File: src/common/onoff_pkg.sv
// Constants for the on/off, margin and PWM configuration block.
// Assumes a serial front end that delivers whole, decoded commands.
package onoff_pkg;
  // ****************************************
  // Command codes
  // ****************************************
  localparam logic [7:0] CMD_OPERATION = 8'h01;
  localparam logic [7:0] CMD_ON_OFF    = 8'h02;
  localparam logic [7:0] CMD_FREQ      = 8'h33;
  localparam logic [7:0] CMD_GLOBAL    = 8'hd1;
  localparam logic [7:0] CMD_PWM_MODE  = 8'hd4;
  localparam logic [7:0] CMD_PWM_SETUP = 8'hf5;
  localparam logic [7:0] CMD_RESTART   = 8'hfd;
  localparam logic [7:0] PAGE_ALL      = 8'hff;
  // ****************************************
  // Reset values
  // ****************************************
  localparam logic [7:0]  OP_RST        = 8'h80;
  localparam logic [7:0]  ONOFF_RST     = 8'h1e;
  localparam logic [15:0] FREQ_RST      = 16'hfabc;
  localparam logic [7:0]  PWM_MODE_RST  = 8'hc2;
  localparam logic [7:0]  PWM_SETUP_RST = 8'h10;
  localparam logic [7:0]  GLOBAL_RST    = 8'h09;
  // ****************************************
  // Operating codes and policies
  // ****************************************
  localparam logic [7:0] OP_OFF         = 8'h00;
  localparam logic [7:0] OP_ON          = 8'h80;
  localparam logic [7:0] OP_MLO         = 8'h98;
  localparam logic [7:0] OP_MHI         = 8'ha8;
  localparam logic [7:0] OP_SEQOFF      = 8'h40;
  localparam logic [7:0] ONOFF_BOTH_IMM = 8'h1f;
  localparam logic [7:0] ONOFF_BOTH_SEQ = 8'h1e;
  localparam logic [7:0] ONOFF_PIN_IMM  = 8'h17;
  localparam logic [7:0] ONOFF_PIN_SEQ  = 8'h19;
  // ****************************************
  // Field positions
  // ****************************************
  localparam int GC_FAULT_LOG   = 7;
  localparam int GC_IGNORE_RCFG = 6;
  localparam int GC_MASK_PLL    = 3;
  localparam int GC_PEC_REQ     = 2;
  localparam int GC_STRETCH     = 1;
  localparam int GC_RUN_CLR     = 0;
  localparam int PM_ILIM        = 7;
  localparam int PM_SERVO       = 6;
  localparam logic [1:0] PWM_DCM   = 2'b00;
  localparam logic [1:0] PWM_BURST = 2'b01;
  localparam logic [1:0] PWM_FCCM  = 2'b10;
  localparam logic [1:0] NB_NONE = 2'd0;
  localparam logic [1:0] NB_BYTE = 2'd1;
  localparam logic [1:0] NB_WORD = 2'd2;
  // ****************************************
  // Timing
  // ****************************************
  localparam int CLK_MHZ       = 50;
  localparam int SLEW_STEP_NS  = 1000;
  localparam int SLEW_CYCLES   = (SLEW_STEP_NS * CLK_MHZ + 999) / 1000;
  localparam int SERVO_STEP_US = 1000;
  localparam int SERVO_CYCLES  = SERVO_STEP_US * CLK_MHZ;
  localparam int NCH           = 2;
  typedef enum logic [1:0] {
    ST_BOOT   = 2'b00,
    ST_LOAD   = 2'b01,
    ST_ACTIVE = 2'b11
  } boot_state_e;
endpackage : onoff_pkg

File: src/verilog/onoff_ctrl.sv
// On/off, margin and PWM configuration command handling, two channels.
// Assumes a same-clock front end that hands over whole commands with PEC status.
`timescale 1ns/10ps
module onoff_ctrl
  import onoff_pkg::*;
#(
  parameter int SERVO_TICKS = SERVO_CYCLES,
  parameter int SLEW_TICKS  = SLEW_CYCLES,
  parameter int TRIM_W      = 8
) (
  // Clock and reset
  input  wire logic              clk,
  input  wire logic              reset_n,
  input  wire logic              clk_en,
  // Command port
  input  wire logic              cmd_valid,
  input  wire logic              cmd_write,
  input  wire logic [7:0]        cmd_code,
  input  wire logic [1:0]        cmd_nbytes,
  input  wire logic [15:0]       cmd_data,
  input  wire logic              cmd_pec_present,
  input  wire logic              cmd_pec_ok,
  input  wire logic [7:0]        page,
  output logic      [15:0]       rd_data,
  output logic                   rd_valid,
  // Pins and sequencer
  input  wire logic [1:0]        run_control_pin,
  input  wire logic [1:0][7:0]   stored_operation,
  input  wire logic [1:0]        ramping_on,
  input  wire logic [1:0][15:0]  vout_nominal,
  input  wire logic [1:0][15:0]  vout_margin_low,
  input  wire logic [1:0][15:0]  vout_margin_high,
  input  wire logic [1:0][15:0]  measured_output_voltage,
  // Channel controls
  output wire logic [1:0]        conv_enable,
  output wire logic [1:0]        off_immediate,
  output wire logic [1:0][1:0]   pwm_mode_eff,
  output wire logic [1:0]        current_limit_range,
  output wire logic [1:0]        servo_active,
  output wire logic [1:0][15:0]  setpoint,
  // Shared controls and events
  output wire logic              fault_log_en,
  output wire logic              ignore_rconfig,
  output wire logic              mask_pll_unlock,
  output wire logic              stretch_allow,
  output wire logic [15:0]       freq_word,
  output wire logic [7:0]        pwm_setup_word,
  output logic                   clear_faults,
  output logic                   cml_fault,
  output logic                   restart
);

  if (TRIM_W < 2 || TRIM_W > 15 || SERVO_TICKS < 1 || SLEW_TICKS < 1) begin : g_bad
    $error("onoff_ctrl: bad parameter");
  end

  // ****************************************
  // Decode helpers
  // ****************************************
  function automatic logic page_hit(input logic [7:0] pg, input int ch);
    return pg == PAGE_ALL || pg == 8'(ch);
  endfunction : page_hit

  function automatic logic cmd_ctl(input logic [7:0] pol);
    return pol == ONOFF_BOTH_IMM || pol == ONOFF_BOTH_SEQ;
  endfunction : cmd_ctl

  function automatic logic op_valid(input logic [7:0] v, input logic pmb);
    return v == OP_ON || v == OP_MLO || v == OP_MHI ||
           (pmb && (v == OP_OFF || v == OP_SEQOFF));
  endfunction : op_valid

  function automatic logic pol_valid(input logic [7:0] v);
    return v == ONOFF_BOTH_IMM || v == ONOFF_BOTH_SEQ ||
           v == ONOFF_PIN_IMM || v == ONOFF_PIN_SEQ;
  endfunction : pol_valid

  // ****************************************
  // State
  // ****************************************
  boot_state_e                 st_r;
  logic [1:0]                  run_meta_r;
  logic [1:0]                  run_sync_r;
  logic [1:0]                  run_prev_r;
  logic [7:0]                  gc_r;
  logic [15:0]                 freq_r;
  logic [7:0]                  setup_r;
  logic [7:0]                  op_r     [NCH];
  logic [7:0]                  pol_r    [NCH];
  logic [7:0]                  pm_r     [NCH];
  logic                        conv_r   [NCH];
  logic                        offimm_r [NCH];
  logic [1:0]                  mode_r   [NCH];
  logic [15:0]                 sp_r     [NCH];
  logic signed [TRIM_W-1:0]    trim_r   [NCH];
  logic [31:0]                 slew_cnt_r;
  logic [31:0]                 servo_cnt_r;
  logic                        slew_tick;
  logic                        servo_tick;
  logic                        active;
  logic                        pec_bad;
  logic                        wr_ok;
  logic                        op_bad;
  logic                        pol_bad;
  logic                        len_bad;
  logic [1:0]                  op_bad_ch;
  logic                        rd_ch;

  assign active = st_r == ST_ACTIVE;
  // Bad PEC, or PEC missing while required, discards the write
  assign pec_bad = cmd_valid && cmd_write && active &&
                   ((cmd_pec_present && !cmd_pec_ok) ||
                    (gc_r[GC_PEC_REQ] && !cmd_pec_present));
  assign wr_ok = cmd_valid && cmd_write && active && !pec_bad && !restart;

  // ****************************************
  // Boot sequence and commanded restart
  // ****************************************
  always_ff @(posedge clk or negedge reset_n) begin
    if (!reset_n) begin
      st_r <= ST_BOOT;
    end else if (clk_en) begin
      case (st_r)
        ST_BOOT:   st_r <= ST_LOAD;
        ST_LOAD:   st_r <= ST_ACTIVE;
        ST_ACTIVE: st_r <= restart ? ST_BOOT : ST_ACTIVE;
        default:   st_r <= ST_BOOT;
      endcase
    end
  end

  always_ff @(posedge clk or negedge reset_n) begin
    if (!reset_n) begin
      restart <= 1'b0;
    end else if (clk_en) begin
      restart <= wr_ok && cmd_code == CMD_RESTART && cmd_nbytes == NB_NONE;
    end
  end

  // ****************************************
  // Run pin synchroniser and edges
  // ****************************************
  always_ff @(posedge clk or negedge reset_n) begin
    if (!reset_n) begin
      run_meta_r <= 2'h0;
      run_sync_r <= 2'h0;
      run_prev_r <= 2'h0;
    end else if (clk_en) begin
      run_meta_r <= run_control_pin;
      run_sync_r <= run_meta_r;
      run_prev_r <= run_sync_r;
    end
  end

  always_ff @(posedge clk or negedge reset_n) begin
    if (!reset_n) begin
      clear_faults <= 1'b0;
    end else if (clk_en) begin
      clear_faults <= gc_r[GC_RUN_CLR] && |(run_sync_r & ~run_prev_r);
    end
  end

  // ****************************************
  // Shared registers
  // ****************************************
  always_ff @(posedge clk or negedge reset_n) begin
    if (!reset_n) begin
      gc_r    <= GLOBAL_RST;
      freq_r  <= FREQ_RST;
      setup_r <= PWM_SETUP_RST;
    end else if (clk_en) begin
      if (restart) begin
        gc_r    <= GLOBAL_RST;
        freq_r  <= FREQ_RST;
        setup_r <= PWM_SETUP_RST;
      end else if (wr_ok && !len_bad) begin
        case (cmd_code)
          CMD_GLOBAL:    gc_r <= cmd_data[7:0];
          CMD_FREQ:      freq_r <= cmd_data;
          CMD_PWM_SETUP: setup_r <= cmd_data[7:0];
          default:       gc_r <= gc_r;
        endcase
      end
    end
  end

  assign fault_log_en    = gc_r[GC_FAULT_LOG];
  assign ignore_rconfig  = gc_r[GC_IGNORE_RCFG];
  assign mask_pll_unlock = gc_r[GC_MASK_PLL];
  assign stretch_allow   = gc_r[GC_STRETCH];
  assign freq_word       = freq_r;
  assign pwm_setup_word  = setup_r;

  // ****************************************
  // Write checks and comms fault
  // ****************************************
  always_comb begin
    case (cmd_code)
      CMD_FREQ:    len_bad = cmd_nbytes != NB_WORD;
      CMD_RESTART: len_bad = cmd_nbytes != NB_NONE;
      CMD_OPERATION, CMD_ON_OFF, CMD_GLOBAL, CMD_PWM_MODE, CMD_PWM_SETUP:
                   len_bad = cmd_nbytes != NB_BYTE;
      default:     len_bad = 1'b1;
    endcase
  end

  for (genvar c = 0; c < NCH; c++) begin : g_opchk
    assign op_bad_ch[c] = page_hit(page, c) && !op_valid(cmd_data[7:0], cmd_ctl(pol_r[c]));
  end
  // A page-all write must suit both channels or neither takes it
  assign op_bad  = cmd_code == CMD_OPERATION && |op_bad_ch;
  assign pol_bad = cmd_code == CMD_ON_OFF && !pol_valid(cmd_data[7:0]);

  always_ff @(posedge clk or negedge reset_n) begin
    if (!reset_n) begin
      cml_fault <= 1'b0;
    end else if (clk_en) begin
      cml_fault <= pec_bad || (wr_ok && (len_bad || op_bad || pol_bad));
    end
  end

  // ****************************************
  // Slope and servo timers
  // ****************************************
  assign slew_tick  = slew_cnt_r == 32'(SLEW_TICKS - 1);
  assign servo_tick = servo_cnt_r == 32'(SERVO_TICKS - 1);

  always_ff @(posedge clk or negedge reset_n) begin
    if (!reset_n) begin
      slew_cnt_r  <= 32'h0;
      servo_cnt_r <= 32'h0;
    end else if (clk_en) begin
      slew_cnt_r  <= slew_tick ? 32'h0 : slew_cnt_r + 32'h1;
      servo_cnt_r <= servo_tick ? 32'h0 : servo_cnt_r + 32'h1;
    end
  end

  // ****************************************
  // Per-channel registers and control
  // ****************************************
  for (genvar c = 0; c < NCH; c++) begin : g_ch
    logic        pmb;
    logic        hit;
    logic [15:0] target;
    logic [15:0] goal;

    assign pmb = cmd_ctl(pol_r[c]);
    assign hit = wr_ok && !len_bad && page_hit(page, c);

    always_comb begin
      case (op_r[c])
        OP_MLO:  target = vout_margin_low[c];
        OP_MHI:  target = vout_margin_high[c];
        default: target = vout_nominal[c];
      endcase
    end
    assign goal = target + 16'({{(16 - TRIM_W){trim_r[c][TRIM_W-1]}}, trim_r[c]});

    always_ff @(posedge clk or negedge reset_n) begin
      if (!reset_n) begin
        op_r[c] <= OP_RST;
      end else if (clk_en) begin
        if (restart) begin
          op_r[c] <= OP_RST;
        end else if (st_r == ST_LOAD) begin
          // Stored margin state comes back after any reset
          if (stored_operation[c] == OP_MLO || stored_operation[c] == OP_MHI) begin
            op_r[c] <= stored_operation[c];
          end
        end else if (hit && cmd_code == CMD_OPERATION && !op_bad) begin
          op_r[c] <= cmd_data[7:0];
        end
      end
    end

    always_ff @(posedge clk or negedge reset_n) begin
      if (!reset_n) begin
        pol_r[c] <= ONOFF_RST;
        pm_r[c]  <= PWM_MODE_RST;
      end else if (clk_en) begin
        if (restart) begin
          pol_r[c] <= ONOFF_RST;
          pm_r[c]  <= PWM_MODE_RST;
        end else if (hit && cmd_code == CMD_ON_OFF && !pol_bad) begin
          pol_r[c] <= cmd_data[7:0];
        end else if (hit && cmd_code == CMD_PWM_MODE) begin
          pm_r[c] <= cmd_data[7:0];
        end
      end
    end

    always_ff @(posedge clk or negedge reset_n) begin
      if (!reset_n) begin
        conv_r[c]   <= 1'b0;
        offimm_r[c] <= 1'b1;
        mode_r[c]   <= PWM_DCM;
      end else if (clk_en) begin
        // Pin always gates; command gates only under 1F/1E
        conv_r[c] <= active && run_sync_r[c] &&
                     (!pmb || op_r[c] == OP_ON || op_r[c] == OP_MLO ||
                      op_r[c] == OP_MHI);
        offimm_r[c] <= pol_r[c] == ONOFF_BOTH_IMM || pol_r[c] == ONOFF_PIN_IMM ||
                       (pmb && op_r[c] == OP_OFF);
        mode_r[c] <= ramping_on[c] ? PWM_DCM : pm_r[c][1:0];
      end
    end

    always_ff @(posedge clk or negedge reset_n) begin
      if (!reset_n) begin
        trim_r[c] <= '0;
      end else if (clk_en) begin
        if (restart) begin
          trim_r[c] <= '0;
        end else if (!servo_active[c]) begin
          trim_r[c] <= trim_r[c];
        end else if (servo_tick && measured_output_voltage[c] < target &&
                     trim_r[c] != {1'b0, {(TRIM_W - 1){1'b1}}}) begin
          trim_r[c] <= trim_r[c] + TRIM_W'(1);
        end else if (servo_tick && measured_output_voltage[c] > target &&
                     trim_r[c] != {1'b1, {(TRIM_W - 1){1'b0}}}) begin
          trim_r[c] <= trim_r[c] - TRIM_W'(1);
        end
      end
    end

    // One code step per slope tick; trades speed for a predictable slew
    always_ff @(posedge clk or negedge reset_n) begin
      if (!reset_n) begin
        sp_r[c] <= 16'h0;
      end else if (clk_en && restart) begin
        sp_r[c] <= 16'h0;
      end else if (clk_en && slew_tick) begin
        if (sp_r[c] < goal) begin
          sp_r[c] <= sp_r[c] + 16'h1;
        end else if (sp_r[c] > goal) begin
          sp_r[c] <= sp_r[c] - 16'h1;
        end
      end
    end

    assign conv_enable[c]         = conv_r[c];
    assign off_immediate[c]       = offimm_r[c];
    assign pwm_mode_eff[c]        = mode_r[c];
    assign current_limit_range[c] = pm_r[c][PM_ILIM];
    assign servo_active[c]        = pm_r[c][PM_SERVO] && conv_r[c] && !ramping_on[c];
    assign setpoint[c]            = sp_r[c];
  end

  // ****************************************
  // Read answers
  // ****************************************
  assign rd_ch = page == 8'h01;

  always_ff @(posedge clk or negedge reset_n) begin
    if (!reset_n) begin
      rd_valid <= 1'b0;
      rd_data  <= 16'h0;
    end else if (clk_en) begin
      rd_valid <= cmd_valid && !cmd_write && active;
      case (cmd_code)
        CMD_OPERATION: rd_data <= {8'h0, op_r[rd_ch]};
        CMD_ON_OFF:    rd_data <= {8'h0, pol_r[rd_ch]};
        CMD_PWM_MODE:  rd_data <= {8'h0, pm_r[rd_ch]};
        CMD_GLOBAL:    rd_data <= {8'h0, gc_r};
        CMD_PWM_SETUP: rd_data <= {8'h0, setup_r};
        CMD_FREQ:      rd_data <= freq_r;
        default:       rd_data <= 16'h0;
      endcase
    end
  end
endmodule : onoff_ctrl

File: config.mk
export PLATFORM = sky130hd
export DESIGN_NAME = onoff_ctrl
export DESIGN_NICKNAME = d
export VERILOG_FILES = /design/src/common/onoff_pkg.sv /design/src/verilog/onoff_ctrl.sv
export SDC_FILE = /design/constraint.sdc
export NUM_CORES = 1
export LEC_CHECK = 0
export ABC_AREA = 0
export CAP_MARGIN = 30
export CORE_MARGIN = 10
export CORE_UTILIZATION = 50
export CTS_CLUSTER_SIZE = 24
export DETAILED_ROUTE_END_ITERATION = 12
export DONT_BUFFER_PORTS = 1
export GPL_TIMING_DRIVEN = 0
export PLACE_DENSITY = 0.7
export SETUP_SLACK_MARGIN = 0.15
export SYNTH_ARGS = -nofsm -noshare
export SYNTH_HDL_FRONTEND = slang
export SYNTH_SLANG_ARGS = --single-unit
File: constraint.sdc
create_clock -name clk -period 14.9 [get_ports clk]
set_input_delay 0.745 -clock clk [delete_from_list [all_inputs] [get_ports clk]]
set_output_delay 0.745 -clock clk [all_outputs]
set_load 0.005 [all_outputs]
==> results.sh <==
export IMPL_grt_pass1_vias=13300
export IMPL_first_iter_violations=1185
export IMPL_reg2regPathDepth=31
export IMPL_yosysTopAreaCell="dfrtp_1"
export IMPL_grt_overflow=0
export IMPL_cts_buffers=26
export IMPL_yosys_warnings=0
export IMPL_hold_viol_final=0
export IMPL_grt_setup_unrepaired="no"
export IMPL_port_buffers=0
export IMPL_synth_top_family_by_area="compound AO/OA/AOI/OAI gates"
export IMPL_p_per_area_nw_per_um2=104
export IMPL_dpl_hpwl_um=35600
export IMPL_power_frac_seq=0.413
export IMPL_avgSynthCellArea_um2=9.25
export IMPL_synth_xor_area_frac=0.0720
export IMPL_die_height_um=197
export IMPL_synthSimpleGateAreaFrac=0.183
export IMPL_cts_tree="yes"
export IMPL_grt_pass1_wl_um=72600
export IMPL_n_antenna_cell=0
export IMPL_netlist_area_um2=15700
export IMPL_syn_nets=2037
export IMPL_core_area_um2=30700
export IMPL_clk_pin_slew_ns=0.07
export IMPL_max_freq_mhz=105
export IMPL_critPathCaptureType="register"
export IMPL_cts_resized=0
export IMPL_rr_startpoint="op_r[14]"
export IMPL_cts_setup_buffers=0
export IMPL_via_count=13400
export IMPL_grt_start_max_net_pins=197
export IMPL_htree_num_levels=1
export IMPL_remaining_drc_errors=0
export IMPL_layout_drive_gt1_share=0.0686
export IMPL_place_congestion=0.930
export IMPL_ys_async_sr_fraction=1.00
export IMPL_cts_buffer_depth=3
export IMPL_dpl_cell_area_um2=16200
export IMPL_max_stage_delay_ns=0.75
export IMPL_synthCells=1697
export IMPL_final_fill_count=2757
export IMPL_yosysSeqAreaShare=0.366
export IMPL_ys_types=76
export IMPL_pin_count=281
export IMPL_initial_utilization=0.510
export IMPL_via_per_inst=6.23
export IMPL_min_period_ns=9.52
export IMPL_setup_viol_count_final=0
export IMPL_fin_skew_ns=0.0342
export IMPL_reg2reg_setup_slack_ns=5.38
export IMPL_ys_flop_type="dfrtp_1"
export IMPL_die_area_um2=38900
export IMPL_swShare=0.311
export IMPL_holdCritPathClass="input port to async pin"
export IMPL_cp_arrival_ns=9.94
export IMPL_postRouteWirelength_um=46400
export IMPL_path_class="register to register"
export IMPL_synth_compound_area_frac=0.190
export IMPL_insertion_delay_ns=0.56
export IMPL_synth_edf_count=0
export IMPL_synth_ff_latch_count=228
export IMPL_track_usage=0.229
export IMPL_die_w_um=197
export IMPL_r2r_end="setpoint[15]"
export IMPL_muxShareOfSynthArea=0.0309
export IMPL_antenna_found_initial=1
export IMPL_cp_max_fo=17
export IMPL_finalInstanceArea_um2=17200
export IMPL_wl_per_cell_um=21.6
export IMPL_first_pass_iters=6
export IMPL_required_ns=15.32
export IMPL_internal_power_uw=1230
export IMPL_drv_cap=0
export IMPL_timing_final_crit_share=0.639
export IMPL_postRouteAntennaNets=0
export IMPL_power_frac_clock=0.381
export IMPL_synth_area_leaders="dfrtp_1 (31%), ha_1 (12%), dfstp_2 (5.4%)"
export IMPL_drv_slew=0
export IMPL_cts_sinks=228
export IMPL_nets=2069
export IMPL_slowest_stage="nor2_1"
export IMPL_outcome="finished, final reports clean"
export IMPL_area_growth_pct=9.37
export IMPL_crit_path_start_kind="register"
export IMPL_ir_worst_vdd_uv=119
export IMPL_switchingPower_uw=555
export IMPL_leakage_uw=0.00808
export IMPL_worstMarginPinSlew_ns=1.09
export IMPL_netlist_area_leader_share=0.312
export IMPL_synth_fa_ha_area_frac=0.123
export IMPL_relSlewSlack=0.275
export IMPL_fp_row_count=64
export IMPL_power_frac_comb=0.206
export IMPL_cts_root_buf="clkbuf_16"
export IMPL_fin_setup_tns_ns=0
-- state kept, by name, summed over array words and instances, names as in the netlist, 4 cells and up --
| name | cells |
|---|---|
| servo_cnt_r | 32 |
| setpoint | 32 |
| slew_cnt_r | 32 |
| freq_word | 16 |
| op_r | 16 |
| pol_r | 16 |
| rd_data | 16 |
| trim_r | 16 |
| pm_r | 14 |
| gc_r | 8 |
| pwm_setup_word | 8 |
| pwm_mode_eff | 4 |
-- kinds of logic (layout without fill, tap and decap cells) --
kind of cell,count (synthesis),count (layout)
AO/OA/AOI/OAI,432,432
XOR/XNOR,129,129
adder cells (fa/ha/maj),151,151
buffers and inverters,141,193
flip-flops,228,228
multiplexers,43,43
AND/OR/NAND/NOR,573,573
-- worst max path at each step --
stage	start	end	slack [ns]	cells after the start
3_5_place_dp	op_r[14]	setpoint[15]	5.45	31
3_3_place_gp	op_r[14]	setpoint[15]	5.20	31
5_1_grt	op_r[14]	setpoint[15]	4.61	31
4_1_cts	op_r[14]	setpoint[15]	5.42	31
2_1_floorplan	op_r[14]	setpoint[15]	7.40	31
6_report	op_r[14]	setpoint[15]	5.38	31
-- power by group through the flow --
stage / Sequential, µW / Combinational, µW / Clock, µW
floorplan: 720 / 285 / 0
detailed placement: 746 / 352 / 0
finish: 736 / 368 / 679
global placement: 743 / 338 / 0
global route: 743 / 419 / 711
CTS: 736 / 367 / 685
-- what timing repair did --
| item | in CTS | in global routing |
|---|---|---|
| hold buffers | 1 | 0 |
| setup endpoints to repair | 0 | 0 |
| hold endpoints to repair | 196 | 0 |
-- cells in the final DEF (no fill, tap or decap), types with 22 or more instances in the layout --
cell,instances
mux2i_1,29
clkbuf_16,26
dfstp_2,32
nand4_1,31
and2_1,23
o21ai_0,81
nand3_1,50
xor2_1,64
nor4_1,23
inv_1,88
xnor2_1,65
o2bb2ai_1,27
nor3_1,33
and2_0,29
a21oi_1,99
a22o_1,30
nand2_1,172
clkbuf_1,37
nor2_1,106
dfrtp_1,196
ha_1,145
a21o_1,22
a221o_1,28
-- synthesized netlist by cell type (all sizes together) (32+ instances only) --
cell and number:
o21ai 84, dfrtp 196, xor2 64, nor2 106
dfstp 32, clkbuf 37, nor3 33, nand2 172
and2 52, nand3 50, xnor2 65, ha 145
inv 88, a21oi 99
-- routing by layer --
metal,part of all wire,wire [µm],global-route usage
met1,0.42,19300,0.289
met2,0.47,22000,0.383
met3,0.079,3690,0.0523
met4,0.030,1410,0.0729
met5,0,0,0
-- area by class of cell --
class | count | area [µm²] | share of cell area
plain buffers | 50 | 208 | 0.0121
repair buffers | 4 | 50.0 | 0.00292
flip-flops and latches | 228 | 5750 | 0.335
well taps | 396 | 495 | 0.0289
clock buffers | 31 | 719 | 0.0419
multi-input cells | 1328 | 9410 | 0.548
clock inverters | 17 | 196 | 0.0114
inverters | 91 | 342 | 0.0199
-- per-stage QoR --
step	hold slack, ns	setup slack (ns)	total power, µW	utilization	instances
after floorplan	0.446	7.40	1000	-	1697
after global placement	0.458	5.20	1080	0.527	2093
after detailed placement	0.459	5.45	1100	0.528	2096
after CTS	0.0177	5.42	1790	0.558	2145
after global routing	0.0127	4.61	1870	0.558	2145
final	0.0302	5.38	1780	0.558	2145
-- critical path, delay by kind of cell, from the launching register on --
family | cells | cell delay [ns]
compound gates | 14 | 3.79
fa+ha+maj | 3 | 0.98
buf+inv | 2 | 0.75
flops | 1 | 0.41
simple gates | 12 | 3.46
Power figures use the tool's default switching activity.
